===== config.mk =====
export PLATFORM = sky130hd
export DESIGN_NAME = cod_opcode_decoder
export DESIGN_NICKNAME = d
export VERILOG_FILES = /design/src/shared/cod_pkg.sv /design/src/cod_opcode_decoder.sv /design/src/cod_func_decoder.sv
export SDC_FILE = /design/constraint.sdc
export NUM_CORES = 1
export LEC_CHECK = 0
export ABC_AREA = 1
export BUFFER_PORTS_ARGS = -buffer_cell sky130_fd_sc_hd__buf_2
export CAP_MARGIN = 20
export CORE_MARGIN = 1.5
export CORE_UTILIZATION = 45
export DETAILED_ROUTE_END_ITERATION = 8
export GPL_TIMING_DRIVEN = 0
export PLACE_DENSITY = 0.75
export SYNTH_ARGS = -nofsm -noshare
export SYNTH_HDL_FRONTEND = slang
export SYNTH_HIERARCHICAL = 1
export SYNTH_SLANG_ARGS = --single-unit

===== constraint.sdc =====
create_clock -name vclk -period 1.6
set_input_delay 0.08 -clock vclk [all_inputs]
set_output_delay 0.08 -clock vclk [all_outputs]
set_load 0.01 [all_outputs]

===== src/shared/cod_pkg.sv =====
// ****************************************************************
// decoder package: field positions, table rows, levels, operations
// ****************************************************************
package cod_pkg;

  // instruction word layout
  localparam int INSTR_W = 32; // one aligned instruction word
  localparam int OPC_HI = 31; // primary opcode field
  localparam int OPC_LO = 26;
  localparam int OPC_ROW_HI = 31; // table row of the primary opcode
  localparam int OPC_ROW_LO = 29;
  localparam int OPC_COL_HI = 28; // table column of the primary opcode
  localparam int OPC_COL_LO = 26;
  localparam int RT_ROW_HI = 20; // rt field row, used by the reg-imm class
  localparam int RT_ROW_LO = 19;
  localparam int RT_COL_HI = 18;
  localparam int RT_COL_LO = 16;
  localparam int FUNC_ROW_HI = 5; // function field row
  localparam int FUNC_ROW_LO = 3;
  localparam int FUNC_COL_HI = 2;
  localparam int FUNC_COL_LO = 0;

  // table rows, shared by the opcode and function tables
  localparam logic [2:0] ROW_0 = 3'h0;
  localparam logic [2:0] ROW_1 = 3'h1;
  localparam logic [2:0] ROW_2 = 3'h2;
  localparam logic [2:0] ROW_3 = 3'h3;
  localparam logic [2:0] ROW_4 = 3'h4;
  localparam logic [2:0] ROW_5 = 3'h5;
  localparam logic [2:0] ROW_6 = 3'h6;
  localparam logic [2:0] ROW_7 = 3'h7;

  // rt rows of the reg-imm class
  localparam logic [1:0] RT_ROW_PLAIN = 2'h0;
  localparam logic [1:0] RT_ROW_LINK = 2'h2;

  // opcodes that name a class or a reused slot
  localparam logic [5:0] OPC_REG_CLASS = 6'h00;
  localparam logic [5:0] OPC_REG_IMM = 6'h01;
  localparam logic [5:0] OPC_COPROC3_CLASS_SLOT = 6'h13;

  // architecture level setting
  typedef enum logic [1:0] {
    lvl_one,
    lvl_two,
    lvl_three,
    lvl_four
  } cod_level_t;

  // decoded instruction identity
  typedef enum logic [6:0] {
    op_none,
    op_jump_abs, op_jump_abs_link,
    op_branch_equal, op_branch_not_equal, op_branch_le_zero, op_branch_gt_zero,
    op_add_imm_trapping, op_add_imm_wrapping, op_set_less_imm,
    op_set_less_imm_unsigned, op_and_imm, op_or_imm, op_xor_imm,
    op_load_upper_imm,
    op_coproc0_class, op_coproc1_class, op_coproc2_class, op_coproc3_class,
    op_fpu_extended_class,
    op_branch_equal_likely, op_branch_not_equal_likely,
    op_branch_le_zero_likely, op_branch_gt_zero_likely,
    op_load_byte, op_load_half, op_load_word_left, op_load_word,
    op_load_byte_unsigned, op_load_half_unsigned, op_load_word_right,
    op_store_byte, op_store_half, op_store_word_left, op_store_word,
    op_store_word_right,
    op_load_linked, op_store_conditional,
    op_cop_load_word, op_cop_store_word, op_cop_load_double, op_cop_store_double,
    op_shift_left_logical, op_shift_right_logical, op_shift_right_arith,
    op_shift_left_logical_var, op_shift_right_logical_var, op_shift_right_arith_var,
    op_jump_register, op_jump_register_link, op_system_call, op_breakpoint,
    op_memory_sync,
    op_move_from_hi, op_move_to_hi, op_move_from_lo, op_move_to_lo,
    op_multiply, op_multiply_unsigned, op_divide, op_divide_unsigned,
    op_add_trapping, op_add_wrapping, op_sub_trapping, op_sub_wrapping,
    op_logic_and, op_logic_or, op_logic_xor, op_logic_nor,
    op_set_less, op_set_less_unsigned,
    op_trap_greater_equal, op_trap_ge_unsigned, op_trap_less,
    op_trap_less_unsigned, op_trap_equal, op_trap_not_equal,
    op_branch_lt_zero, op_branch_ge_zero, op_branch_lt_zero_link,
    op_branch_ge_zero_link
  } cod_op_t;

endpackage


===== src/cod_opcode_decoder.sv =====
`timescale 1ns/10ps
// ****************************************************************
// primary opcode decoder, architecture levels one to four
// ****************************************************************
// How it works
// - opcode bits 31..26: row 31..29, column 28..26
// - row 000: classes, jumps, four compare branches
// - row 001: immediate arithmetic, logic, load upper
// - row 010 coprocessor classes; rows 110/111 coprocessor word load/store
// - rows 100/101: byte, half, word loads, stores
// - level one: coprocessor word load/store only
// - level two adds likely branches, linked, doubles
// - function row 000: shifts, columns 1,5 empty
// - function row 001: jumps, call, breakpoint, sync
// - function rows 010/011: hi/lo moves, multiply, divide
// - function rows 100/101: add, sub, logic, set-less
// - level two function row 110: conditional traps
// - reg-imm class decodes rt bits 20..16
// - level three on: no coprocessor 3 opcodes
// - level four: coproc3_class slot becomes fpu extended
// - secondary field used only for class opcodes
// - input is one aligned 32-bit word
// - second-level mode still accepts coprocessor 3 opcodes
module cod_opcode_decoder (
  // clock and reset, only for sampling the checks
  input wire logic CLK_IN,
  input wire logic RST_IN,
  // instruction and level setting
  input wire logic [31:0] INSTR_IN,
  input wire cod_pkg::cod_level_t LEVEL_IN,
  // decode results to the pipeline
  output cod_pkg::cod_op_t OP_OUT,
  output logic [1:0] COP_NUM_OUT,
  output logic RESERVED_OUT
);
  import cod_pkg::*;

  // ****************************************************************
  // field split
  // ****************************************************************
  logic [5:0] opc; // primary opcode
  logic [2:0] opc_row; // opcode row
  logic [2:0] opc_col; // opcode column
  logic [1:0] rt_row; // reg-imm row
  logic [2:0] rt_col; // reg-imm column
  logic lvl_two_plus; // level two or later
  logic coproc3_class_allowed; // coprocessor 3 exists only at levels one and two
  cod_op_t func_op; // register class result
  logic func_rsv; // register class hole
  cod_op_t op_dec; // combined result
  logic [1:0] cop_dec; // coprocessor number
  logic rsv_dec; // reserved result

  assign opc = INSTR_IN[OPC_HI:OPC_LO];
  assign opc_row = INSTR_IN[OPC_ROW_HI:OPC_ROW_LO];
  assign opc_col = INSTR_IN[OPC_COL_HI:OPC_COL_LO];
  assign rt_row = INSTR_IN[RT_ROW_HI:RT_ROW_LO];
  assign rt_col = INSTR_IN[RT_COL_HI:RT_COL_LO];
  assign lvl_two_plus = (LEVEL_IN != lvl_one);
  // later levels in any mode drop coprocessor 3
  assign coproc3_class_allowed = (LEVEL_IN == lvl_one) || (LEVEL_IN == lvl_two);

  // the function table lives in its own leaf
  cod_func_decoder u_func (
    .func_in(INSTR_IN[FUNC_ROW_HI:FUNC_COL_LO]),
    .level_in(LEVEL_IN),
    .op_out(func_op),
    .reserved_out(func_rsv)
  );

  // ****************************************************************
  // decode; no register stage so the answer is ready the same cycle
  // ****************************************************************
  always_comb begin
    op_dec = op_none;
    cop_dec = opc_col[1:0];
    case (opc_row)
      ROW_0: begin
        case (opc_col)
          3'h0: op_dec = func_op;
          3'h1: begin
            // only the rt field distinguishes the reg-imm branches
            if (rt_row == RT_ROW_PLAIN && rt_col == 3'h0) begin
              op_dec = op_branch_lt_zero;
            end else if (rt_row == RT_ROW_PLAIN && rt_col == 3'h1) begin
              op_dec = op_branch_ge_zero;
            end else if (rt_row == RT_ROW_LINK && rt_col == 3'h0) begin
              op_dec = op_branch_lt_zero_link;
            end else if (rt_row == RT_ROW_LINK && rt_col == 3'h1) begin
              op_dec = op_branch_ge_zero_link;
            end else begin
              op_dec = op_none; // likely and trap-immediate forms left out
            end
          end
          3'h2: op_dec = op_jump_abs;
          3'h3: op_dec = op_jump_abs_link;
          3'h4: op_dec = op_branch_equal;
          3'h5: op_dec = op_branch_not_equal;
          3'h6: op_dec = op_branch_le_zero;
          default: op_dec = op_branch_gt_zero;
        endcase
      end
      ROW_1: begin
        case (opc_col)
          3'h0: op_dec = op_add_imm_trapping;
          3'h1: op_dec = op_add_imm_wrapping;
          3'h2: op_dec = op_set_less_imm;
          3'h3: op_dec = op_set_less_imm_unsigned;
          3'h4: op_dec = op_and_imm;
          3'h5: op_dec = op_or_imm;
          3'h6: op_dec = op_xor_imm;
          default: op_dec = op_load_upper_imm;
        endcase
      end
      ROW_2: begin
        case (opc_col)
          3'h0: op_dec = op_coproc0_class;
          3'h1: op_dec = op_coproc1_class;
          3'h2: op_dec = op_coproc2_class;
          3'h3: begin
            // the coproc3_class slot is reused at level four
            if (coproc3_class_allowed) begin
              op_dec = op_coproc3_class;
            end else if (LEVEL_IN == lvl_four) begin
              op_dec = op_fpu_extended_class;
            end else begin
              op_dec = op_none;
            end
          end
          default: begin
            // likely branches mirror row 000 columns 4..7
            if (!lvl_two_plus) begin
              op_dec = op_none;
            end else if (opc_col == 3'h4) begin
              op_dec = op_branch_equal_likely;
            end else if (opc_col == 3'h5) begin
              op_dec = op_branch_not_equal_likely;
            end else if (opc_col == 3'h6) begin
              op_dec = op_branch_le_zero_likely;
            end else begin
              op_dec = op_branch_gt_zero_likely;
            end
          end
        endcase
      end
      ROW_3: op_dec = op_none;
      ROW_4: begin
        case (opc_col)
          3'h0: op_dec = op_load_byte;
          3'h1: op_dec = op_load_half;
          3'h2: op_dec = op_load_word_left;
          3'h3: op_dec = op_load_word;
          3'h4: op_dec = op_load_byte_unsigned;
          3'h5: op_dec = op_load_half_unsigned;
          3'h6: op_dec = op_load_word_right;
          default: op_dec = op_none;
        endcase
      end
      ROW_5: begin
        case (opc_col)
          3'h0: op_dec = op_store_byte;
          3'h1: op_dec = op_store_half;
          3'h2: op_dec = op_store_word_left;
          3'h3: op_dec = op_store_word;
          3'h6: op_dec = op_store_word_right;
          default: op_dec = op_none; // column 7 is privileged, not decoded here
        endcase
      end
      default: begin
        // rows 110 (loads) and 111 (stores) share one column layout
        case (opc_col)
          3'h0: begin
            if (lvl_two_plus) begin
              op_dec = (opc_row == ROW_6) ? op_load_linked : op_store_conditional;
            end
          end
          3'h1, 3'h2: begin
            op_dec = (opc_row == ROW_6) ? op_cop_load_word : op_cop_store_word;
          end
          3'h3: begin
            if (coproc3_class_allowed) begin
              op_dec = (opc_row == ROW_6) ? op_cop_load_word : op_cop_store_word;
            end
          end
          3'h5, 3'h6: begin
            if (lvl_two_plus) begin
              op_dec = (opc_row == ROW_6) ? op_cop_load_double : op_cop_store_double;
            end
          end
          3'h7: begin
            // coproc3_class doubles only at level two
            if (LEVEL_IN == lvl_two) begin
              op_dec = (opc_row == ROW_6) ? op_cop_load_double : op_cop_store_double;
            end
          end
          default: op_dec = op_none;
        endcase
      end
    endcase
    if (op_dec == op_none) begin
      cop_dec = 2'h0;
    end
  end

  // a hole anywhere, function holes included, reads as reserved
  assign rsv_dec = (op_dec == op_none);
  assign OP_OUT = op_dec;
  assign COP_NUM_OUT = cop_dec;
  assign RESERVED_OUT = rsv_dec;
endmodule // cod_opcode_decoder


===== src/cod_func_decoder.sv =====
`timescale 1ns/10ps
// ****************************************************************
// function field decoder for the register class
// ****************************************************************
module cod_func_decoder (
  // function field and level
  input wire logic [5:0] func_in,
  input wire cod_pkg::cod_level_t level_in,
  // decoded result
  output cod_pkg::cod_op_t op_out,
  output logic reserved_out
);
  import cod_pkg::*;

  logic [2:0] row; // function row, bits 5..3
  logic [2:0] col; // function column, bits 2..0
  logic lvl_two_plus; // sync and traps exist from level two on

  assign row = func_in[FUNC_ROW_HI:FUNC_ROW_LO];
  assign col = func_in[FUNC_COL_HI:FUNC_COL_LO];
  assign lvl_two_plus = (level_in != lvl_one);

  // table lookup; any hole falls through to reserved
  always_comb begin
    op_out = op_none;
    case (row)
      ROW_0: begin
        case (col)
          3'h0: op_out = op_shift_left_logical;
          3'h2: op_out = op_shift_right_logical;
          3'h3: op_out = op_shift_right_arith;
          3'h4: op_out = op_shift_left_logical_var;
          3'h6: op_out = op_shift_right_logical_var;
          3'h7: op_out = op_shift_right_arith_var;
          default: op_out = op_none;
        endcase
      end
      ROW_1: begin
        case (col)
          3'h0: op_out = op_jump_register;
          3'h1: op_out = op_jump_register_link;
          3'h4: op_out = op_system_call;
          3'h5: op_out = op_breakpoint;
          3'h7: op_out = lvl_two_plus ? op_memory_sync : op_none;
          default: op_out = op_none;
        endcase
      end
      ROW_2: begin
        case (col)
          3'h0: op_out = op_move_from_hi;
          3'h1: op_out = op_move_to_hi;
          3'h2: op_out = op_move_from_lo;
          3'h3: op_out = op_move_to_lo;
          default: op_out = op_none;
        endcase
      end
      ROW_3: begin
        case (col)
          3'h0: op_out = op_multiply;
          3'h1: op_out = op_multiply_unsigned;
          3'h2: op_out = op_divide;
          3'h3: op_out = op_divide_unsigned;
          default: op_out = op_none;
        endcase
      end
      ROW_4: begin
        case (col)
          3'h0: op_out = op_add_trapping;
          3'h1: op_out = op_add_wrapping;
          3'h2: op_out = op_sub_trapping;
          3'h3: op_out = op_sub_wrapping;
          3'h4: op_out = op_logic_and;
          3'h5: op_out = op_logic_or;
          3'h6: op_out = op_logic_xor;
          default: op_out = op_logic_nor;
        endcase
      end
      ROW_5: begin
        case (col)
          3'h2: op_out = op_set_less;
          3'h3: op_out = op_set_less_unsigned;
          default: op_out = op_none;
        endcase
      end
      ROW_6: begin
        // traps only from level two; level one leaves the row empty
        if (lvl_two_plus) begin
          case (col)
            3'h0: op_out = op_trap_greater_equal;
            3'h1: op_out = op_trap_ge_unsigned;
            3'h2: op_out = op_trap_less;
            3'h3: op_out = op_trap_less_unsigned;
            3'h4: op_out = op_trap_equal;
            3'h6: op_out = op_trap_not_equal;
            default: op_out = op_none;
          endcase
        end
      end
      default: op_out = op_none; // 64-bit shifts are outside this decoder
    endcase
  end

  assign reserved_out = (op_out == op_none);

endmodule // cod_func_decoder


==> impl_results.md, run 1 <==
- Clock buf count: 0
- Critical path class: in2out
- Max VDD drop: about 0.19 mV
- Crit path launch type: input port
- Chip Height: ~54 um
- 1st-iter DRT viols: 59
- Status: finished, violations left
- Data arrival, critical path: 1670 ps
- Wire per inst: about 11 um
- Fin crit period: 1750 ps
- Hold path startpoint: INSTR_IN[17]
- Seq cells: 0
- Grt ovf: 0
- Leakage: ~0.96 nW
- Max_slew headroom: ~80%
- DP Wirelength: 2600 um
- Initial antenna violation count: 0
- Layout area overhead: 30.0%
- Final hold slack: 601 ps
- Critical path capture point type: output pin
- DRT antenna net count: 0
- Port bufs: 26
- Share of cells above drive strength 1: 27.9%
- Seq. cell area: 0 um^2
- Final worst path period share: 109%
- Hold Crit Endpoint: OP_OUT[6]
- Drt first pass iters: 4
- Pwr dens: 273 nW/um^2
- Final setup margin: -151 ps
- Synthesized net count: 298
- Die footprint: slightly below 3000 um^2
- HP Class: in2out
- Util after Layout: between 60 and 70%
- CORE AREA: around 2500 um^2
- Syn avg cell area: 4.52 um^2
- Row count: 18
- Synth Instances: 262
- Setup TNS: -506 ps
- Yosys warnings: 6
- Final Hold Viols: 0
- CP max FO: 6
- Post-place setup slack: -230 ps
- Via density: 5.26
- Total of max-cap violations: 0
- RSZ-0062 raised after global routing: yes
- Nets: 332
- # hold bufs at CTS: 0
- FMAX: 571 MHz
- Most frequent cells in the layout: nand2_1, nor2_1, inv_1
- GR Util All Layers: 22.1%
- Chip Width: 54.3 um
- Final WL: 3580 um
- Most common cell after layout, fill and taps aside: nand2_1
- Failing checks: setup timing
- Slew Viols, Final: 0
- Number of fill cells: 260
- Least-Margin Pin Slew: roughly 300 ps
- # diodes: 0
- Finish-stage setup viols: 4
- Area taken by multi-input logic gates: between 1000 and 1500 um^2
- DRC: 0
- # IOs: 46
- Vias in the first global route: 1219
- Largest net degree at the start of global routing: 11
- Routability cong.: 0.957
- Total number of vias: 1705
- CP required: 1520 ps
- Mapped Area: 1180 um^2
- Initial cell density of the core: between 40% and 50%
- First-pass GRT wire length: slightly above 5000 um
- WHS Path Cells: 5
per-stage QoR:
step                      std cells  power [mW]  cell area, um^2
after floorplan                 262       0.241             1180
after global placement          318       0.338             1350
after detailed placement        318       0.341             1350
after CTS                       320       0.356             1390
after global routing            324       0.468             1540
final                           324       0.420             1540
worst max path at each step:
stage,startpoint,to,cells after the start
after floorplan,INSTR_IN[0],COP_NUM_OUT[0],16
after global placement,INSTR_IN[2],COP_NUM_OUT[0],18
after detailed placement,INSTR_IN[2],COP_NUM_OUT[1],18
after CTS,INSTR_IN[2],COP_NUM_OUT[1],18
after global routing,INSTR_IN[2],COP_NUM_OUT[0],17
final,INSTR_IN[2],COP_NUM_OUT[1],17
area by class of cell:
cell class                      instances  share of cell area, %
Multi-Input combinational cell        218                   70.3
Timing Repair Buffer                   32                   13.0
Inverter                               39                   10.6
Buffer                                  5                   3.66
Tap cell                               30                   2.44
critical path, cell delays in order:
cell	delay [ps]
buf_8	100
buf_8	120
nand2_4	60
inv_4	40
o21ai_1	160
nand2_1	100
nor2_1	90
nand2_1	50
o21ai_0	130
nand3_1	90
nand2_1	70
nand2_1	50
nand2_1	110
nand3_2	120
nor2_4	130
nor2_1	50
buf_2	130
routing by layer:
layer	wire [um]	up-vias	global-route usage [%]	part of all wire, %
met4	31	0	0	0.87
met1	1550	753	34.6	43
met2	1740	68	35.5	49
met5	0	-	0	0
met3	254	4	0	7.1
li1	-	880	-	-
repair_timing:
| item | CTS | global route |
|---|---|---|
| setup buffers | 2 | 4 |
| resized for setup | 9 | 33 |
| pin swaps | 13 | 15 |
| setup endpoints to repair | 3 | 4 |
where the power goes:
part	internal, mW	switching [mW]	total [mW]
registers	0	0	0
clock network	0	0	0
logic	0.161	0.260	0.420
total	0.161	0.260	0.420
(Power assumes the default switching activity.)
==> inputs of run 2 (changes only) <==
--- a/config.mk
+++ b/config.mk
@@ -12,8 +12,7 @@
 export CORE_UTILIZATION = 45
 export DETAILED_ROUTE_END_ITERATION = 8
 export GPL_TIMING_DRIVEN = 0
-export PLACE_DENSITY = 0.75
+export PLACE_DENSITY = 0.74
 export SYNTH_ARGS = -nofsm -noshare
 export SYNTH_HDL_FRONTEND = slang
-export SYNTH_HIERARCHICAL = 1
 export SYNTH_SLANG_ARGS = --single-unit
==> impl_results.md, run 2 <==
- Finish-stage setup viols: 5 (+1)
- Synthesized net count: 296 (-0.67%)
- FMAX: 565 MHz (-1.1%)
- # IOs: 46 (unchanged)
- Initial cell density of the core: 47.7% (-0.081 points)
- HP Class: in2out
- Die footprint: 2970 um^2 (+0.68%)
- Total number of vias: 1810 (+6.2%)
- Seq cells: 0 (unchanged)
- Seq. cell area: 0 um^2 (unchanged)
- Critical Path Source: INSTR_IN[0]
- Share of the synthesized area in the top cell type: 27.7%
- Critical path's slowest cell: o21ai_4
- Data arrival, critical path: 1690 ps (+20 ps)
- Critical path class: in2out
- Most common cell after layout, fill and taps aside: nand2_1
- Register area share after synthesis: 0%
- CORE AREA: 2500 um^2 (+0.91%)
- Most frequent cells in the layout: nand2_1, nor2_1, buf_2
- Setup TNS: -722 ps (-216 ps)
- Crit path to: COP_NUM_OUT[0]
- Area after detailed placement: 1380 um^2 (+2.1%)
- Mapped Area: 1190 um^2 (+0.74%)
- Share of cells above drive strength 1: 36.1% (+8.2 points)
- Synth area leaders: nand2_1, nor2_1, inv_1, nand3_1, ha_1
- Post-synthesis xor/xnor area fraction: 0%
- Main combinational cell family by area after synthesis: simple AND/OR/NAND/NOR gates
- Adder-cell share of the synthesized area: 5.24%
- # hold bufs at CTS: 0 (unchanged)
- Final WL: 4330 um (+21%)
- CP peak stage delay: 190 ps (+30 ps)
- Most repeated cell in the gate-level netlist after synthesis: nand2_1
- First-pass GRT wire length: 6270 um (+23%)
- DR WL met3: 229 um (-9.8%)
- Final setup margin: -171 ps (-20.3 ps)
- Chip Width: 54.5 um (+0.34%)
- # diodes: 0 (unchanged)
- Grt ovf: 0 (unchanged)
- Layout area overhead: 43.4%
- Port bufs: 29 (+12%)
- Synth cell count leaders: nand2_1, nor2_1, inv_1
- Status: finished, violations left
- Max layer used: met4
- Clock buf count: 0 (unchanged)
- Vias in the first global route: 1506 (+24%)
- Row count: 18 (unchanged)
- Crit path cell chain: buf_12 > inv_8 > ha_4 > o21ai_4 > nand2_2 > nand2_1 > nand2_2 > nor2_2 > nand2_1 > nand2_1 > nand2_2 > nor2_4 > nand3_4 > nor2_4 > nor2_1 > buf_2
- Routability cong.: 0.932 (-2.6%)
- Final Instance Area: 1710 um^2 (+11%)
- Largest net degree at the start of global routing: 11 (unchanged)
- Slew Viols, Final: 0 (unchanged)
- CP max FO: 6 (unchanged)
- Wire per inst: 13.2 um (+19%)
- Nets: 342 (+3.0%)
- Final worst path period share: 111% (+1.3 points)
- Post-synthesis mux area share: 0%
- DP Wirelength: 2840 um (+9.1%)
- Unique masters post-synth: 29
- Failing checks: setup timing
- Fin crit period: 1770 ps (+20.3 ps)
- CP required: 1520 ps (about the same)
- Post-synth top area cell: nand2_1
- Synth Instances: 255 (-2.7%)
- Simple-Gate Fraction of Synth Area: 65.0%
- Crit path launch type: input port
- DRT antenna net count: 0 (unchanged)
- Final Hold Viols: 0 (unchanged)
- Chip Height: 54.5 um (+0.34%)
- Post-place setup slack: -508 ps (-278 ps)
- Total of max-cap violations: 0 (unchanged)
- Compound-Gate Fraction of Synth Area: 16.4%
- M1 WL: 1690 um (+8.9%)
- Yosys warnings: 0 (-6)
- Critical path capture point type: output pin
- Max VDD drop: 0.199 mV (+7.2%)
- Drt first pass iters: 5 (+1)
- 1st-iter DRT viols: 70 (+19%)
- RSZ-0062 raised after global routing: yes
- DRC: 0 (unchanged)
- Leakage: 0.987 nW (+3.1%)
- Pwr dens: 283 nW/um^2 (+3.6%)
- GR Util All Layers: 28.0% (+5.9 points)
- Least-Margin Pin Slew: 541 ps (+239 ps)
- Initial antenna violation count: 0 (unchanged)
- Via density: 5.50 (+4.5%)
- Routed met2 length: 2210 um (+27%)
- Max_slew headroom: 63.7% (-16 points)
- Syn avg cell area: 4.68 um^2 (+3.5%)
## run 2: kinds of logic after synthesis
family | count (synthesis)
AOI/OAI and AO/OA | 34
adders and majority gates | 5
buffers and inverters | 39
and+or+nand+nor | 177
## run 2: worst min-delay path by stage
stage                             from             end  slack (ps)  cells past startpoint
after global placement    INSTR_IN[26]  COP_NUM_OUT[0]         570                      4
after CTS                 INSTR_IN[26]  COP_NUM_OUT[0]         580                      4
after global routing      INSTR_IN[26]  COP_NUM_OUT[0]         610                      4
after detailed placement  INSTR_IN[29]       OP_OUT[6]         570                      5
final                     INSTR_IN[26]  COP_NUM_OUT[0]         570                      4
after floorplan           INSTR_IN[26]  COP_NUM_OUT[0]         290                      2
## run 2: layout make-up
type | count | area [um^2]
Inverter | 37 | 159
Multi-Input combinational cell | 216 | 1200
Tap cell | 30 | 37.5
Buffer | 2 | 18.8
Timing Repair Buffer | 44 | 300
Fill cell | 226 | 788
## run 2: what timing repair did
action / CTS / global route
resized for setup: 45 / 22
pin swaps: 19 / 21
setup buffers: 10 / 5
endpoints found under the setup margin: 9 / 6
## run 2: report_power, final
part	internal, mW	switching (mW)	total (mW)
Clock	0	0	0
Combinational	0.197	0.287	0.484
Sequential	0	0	0
Total	0.197	0.287	0.484
## run 2: critical path, delay by kind of cell
kind	cells	cell delay, ps
AOI/OAI and AO/OA	1	190
adders and majority gates	1	180
buffers and inverters	3	270
and+or+nand+nor	11	940
## run 2: per-stage QoR
stage | hold slack [ps] | util (%) | instances | total power [mW]
floorplan | 294 | - | 255 | 0.231
global placement | 575 | 55.3 | 314 | 0.345
detailed placement | 575 | 55.3 | 314 | 0.347
CTS | 579 | 64.0 | 324 | 0.419
global route | 605 | 68.5 | 329 | 0.528
finish | 573 | 68.5 | 329 | 0.484
## run 2: metal layers
layer	track usage, %	up-vias
li1	-	897
met1	31.4	793
met2	57.2	96
met3	0.546	24
met4	5.83	0
met5	0	-
==> inputs of run 3 (changes only) <==
--- a/config.mk
+++ b/config.mk
@@ -5,14 +5,13 @@
 export SDC_FILE = /design/constraint.sdc
 export NUM_CORES = 1
 export LEC_CHECK = 0
-export ABC_AREA = 1
-export BUFFER_PORTS_ARGS = -buffer_cell sky130_fd_sc_hd__buf_2
+export BUFFER_PORTS_ARGS = -buffer_cell sky130_fd_sc_hd__buf_4
 export CAP_MARGIN = 20
 export CORE_MARGIN = 1.5
 export CORE_UTILIZATION = 45
 export DETAILED_ROUTE_END_ITERATION = 8
 export GPL_TIMING_DRIVEN = 0
-export PLACE_DENSITY = 0.74
+export PLACE_DENSITY = 0.75
 export SYNTH_ARGS = -nofsm -noshare
 export SYNTH_HDL_FRONTEND = slang
 export SYNTH_SLANG_ARGS = --single-unit
==> impl_results.md, run 3 <==
- Status: finished, violations left
- Failing checks: setup timing
- Final Instance Area: 1820 um^2 (+6.4%)
- Final hold slack: 684 ps (+112 ps)
- Final WL: 4700 um (+8.6%)
- Post-synth top area cell: a21oi_1
- P_int: 0.258 mW (+31%)
- Synthesized net count: 224 (-24%)
- Most common cell after layout, fill and taps aside: buf_4
- Sequential share of power: 0% (unchanged)
- Unique masters post-synth: 58 (+100%)
- Largest net degree at the start of global routing: 11 (unchanged)
- Wire per inst: 18.7 um (+42%)
- Least-Margin Pin Slew: 437 ps (-104 ps)
- Initial cell density of the core: 47.5% (-0.22 points)
- Layout area overhead: 54.7%
- Max layer used: met4
- Drt first pass iters: 4 (-1)
- CP required: 1520 ps (about the same)
- Register area share after synthesis: 0% (unchanged)
- Final Hold Viols: 0 (unchanged)
- RSZ-0062 raised after global routing: yes
- Syn avg cell area: 6.43 um^2 (+37%)
- Via density: 6.64 (+21%)
- Part of the power in the clock network: 0% (unchanged)
- Initial antenna violation count: 0 (unchanged)
- GR Util All Layers: 32.8% (+4.8 points)
- Seq. cell area: 0 um^2 (unchanged)
- DRC: 0 (unchanged)
- Finish-stage setup viols: 8 (+3)
- DRT antenna net count: 0 (unchanged)
- # IOs: 46 (unchanged)
- Max VDD drop: 0.172 mV (-14%)
- Chip Height: 54.2 um (-0.64%)
- Routability cong.: 0.903 (-3.1%)
- Data arrival, critical path: 2010 ps (+320 ps)
- # hold bufs at CTS: 0 (unchanged)
- Gate power share: 100.0% (about the same)
- Vias in the first global route: 1558 (+3.5%)
- DR WL met3: 232 um (+1.3%)
- Crit path buf inv count: 3 (unchanged)
- Crit path launch type: input port
- M1 WL: 1770 um (+4.6%)
- Seq cells: 0 (unchanged)
- Synth cell count leaders: a21oi_1, nand2_1, nor2_1
- Mapped Area: 1180 um^2 (-1.4%)
- Delay-heaviest family, CP: simple AND/OR/NAND/NOR gates
- CP peak stage delay: 350 ps (+160 ps)
- DP Wirelength: 3160 um (+11%)
- Grt ovf: 0 (unchanged)
- Final worst path period share: 131% (+20 points)
- Crit path cell chain: buf_12 > inv_8 > ha_4 > or2_4 > a31oi_4 > o221ai_2 > o21ai_1 > nand4_1 > nor4_4 > and2_4 > buf_6
- Max_slew headroom: 70.8% (+7.1 points)
- Most frequent cells in the layout: buf_4, a21oi_1, nand2_1
- HP Class: in2out
- Total of max-cap violations: 0 (unchanged)
- # diodes: 0 (unchanged)
- Yosys warnings: 0 (unchanged)
- Share of cells above drive strength 1: 42.5% (+6.4 points)
- Number of fill cells: 178 (-21%)
- Area taken by multi-input logic gates: 1280 um^2 (+6.9%)
- Final setup margin: -490 ps (-319 ps)
- CORE AREA: 2480 um^2 (-0.90%)
- Pwr dens: 301 nW/um^2 (+6.4%)
- Most repeated cell in the gate-level netlist after synthesis: a21oi_1
- Clock buf count: 0 (unchanged)
- Nets: 264 (-23%)
- Row count: 18 (unchanged)
- Net Sw Power: 0.290 mW (+1.2%)
- First-pass GRT wire length: 7200 um (+15%)
- Synth area leaders: a21oi_1, ha_1, nand2_1, nor2_1, o21ai_0
- Chip Width: 54.2 um (-0.64%)
- Sw Ratio: 52.9% (-6.3 points)
- Critical path class: in2out
- 1st-iter DRT viols: 92 (+31%)
- Port bufs: 26 (-10%)
- Share of the synthesized area in the top cell type: 6.80% (-21 points)
- Synth Instances: 183 (-28%)
- Fin crit period: 2090 ps (+319 ps)
- Routed met2 length: 2510 um (+13%)
- Area after detailed placement: 1450 um^2 (+5.1%)
- Leakage: 0.703 nW (-29%)
- Die footprint: 2930 um^2 (-1.3%)
- Critical path capture point type: output pin
- Total number of vias: 1666 (-8.0%)
- CP max FO: 9 (+3)
- Critical path's slowest cell: nor4_4
- Slew Viols, Final: 0 (unchanged)
- FMAX: 479 MHz (-15%)
[run 3: timing repair]
action | 4_1_cts | 5_1_grt
hold endpoints to repair | 0 | 0
setup buffers | 12 | 5
resized for setup | 35 | 30
pin swaps | 16 | 15
setup endpoints to repair | 9 | 9
[run 3: worst paths after layout]
| check | to | startpoint | depth (start not counted) | slack (ps) |
|---|---|---|---|---|
| setup / recovery | RESERVED_OUT | INSTR_IN[1] | 11 | -490 |
| hold / removal | OP_OUT[4] | INSTR_IN[20] | 5 | 680 |
[run 3: logic make-up after synthesis]
logic type | share of synthesized area, %
AO/OA/AOI/OAI | 41.6
XOR/XNOR | 1.49
adder cells (fa/ha/maj) | 5.31
buffers and inverters | 10.8
multiplexers | 0.850
AND/OR/NAND/NOR | 40.0
[run 3: layout make-up]
type               count  area share (%)
well taps             30            2.06
repair buffers        42            20.5
multi-input cells    157            70.2
inverters             10            2.88
plain buffers         12            4.33
[run 3: per-stage QoR]
| step | std cells | setup TNS [ps] | setup WS, ps | total power, mW | utilization (%) |
|---|---|---|---|---|---|
| final | 251 | -2470 | -490 | 0.548 | 73.5 |
| after global routing | 251 | -3130 | -545 | 0.583 | 73.5 |
| after CTS | 249 | -2390 | -488 | 0.481 | 67.6 |
| after detailed placement | 239 | -3350 | -662 | 0.403 | 58.6 |
| after global placement | 239 | -3120 | -642 | 0.398 | 58.6 |
| after floorplan | 183 | -825 | -306 | 0.261 | - |
[run 3: layer usage]
layer / track usage [%] / vias up
met3: 5.00 / 21
met5: 0 / -
li1: - / 779
met4: 18.8 / 0
met2: 58.8 / 95
met1: 35.9 / 771
[run 3: worst min-delay path: stages]
cell and delay [ps]:
buf_4 100, a311oi_2 110, buf_4 130, nand2b_1 70
buf_4 120
[run 3: power by group through the flow]
stage | registers, mW | clock network (mW) | logic (mW)
2_1_floorplan | 0 | 0 | 0.261
3_3_place_gp | 0 | 0 | 0.398
3_5_place_dp | 0 | 0 | 0.403
4_1_cts | 0 | 0 | 0.481
5_1_grt | 0 | 0 | 0.583
6_report | 0 | 0 | 0.548
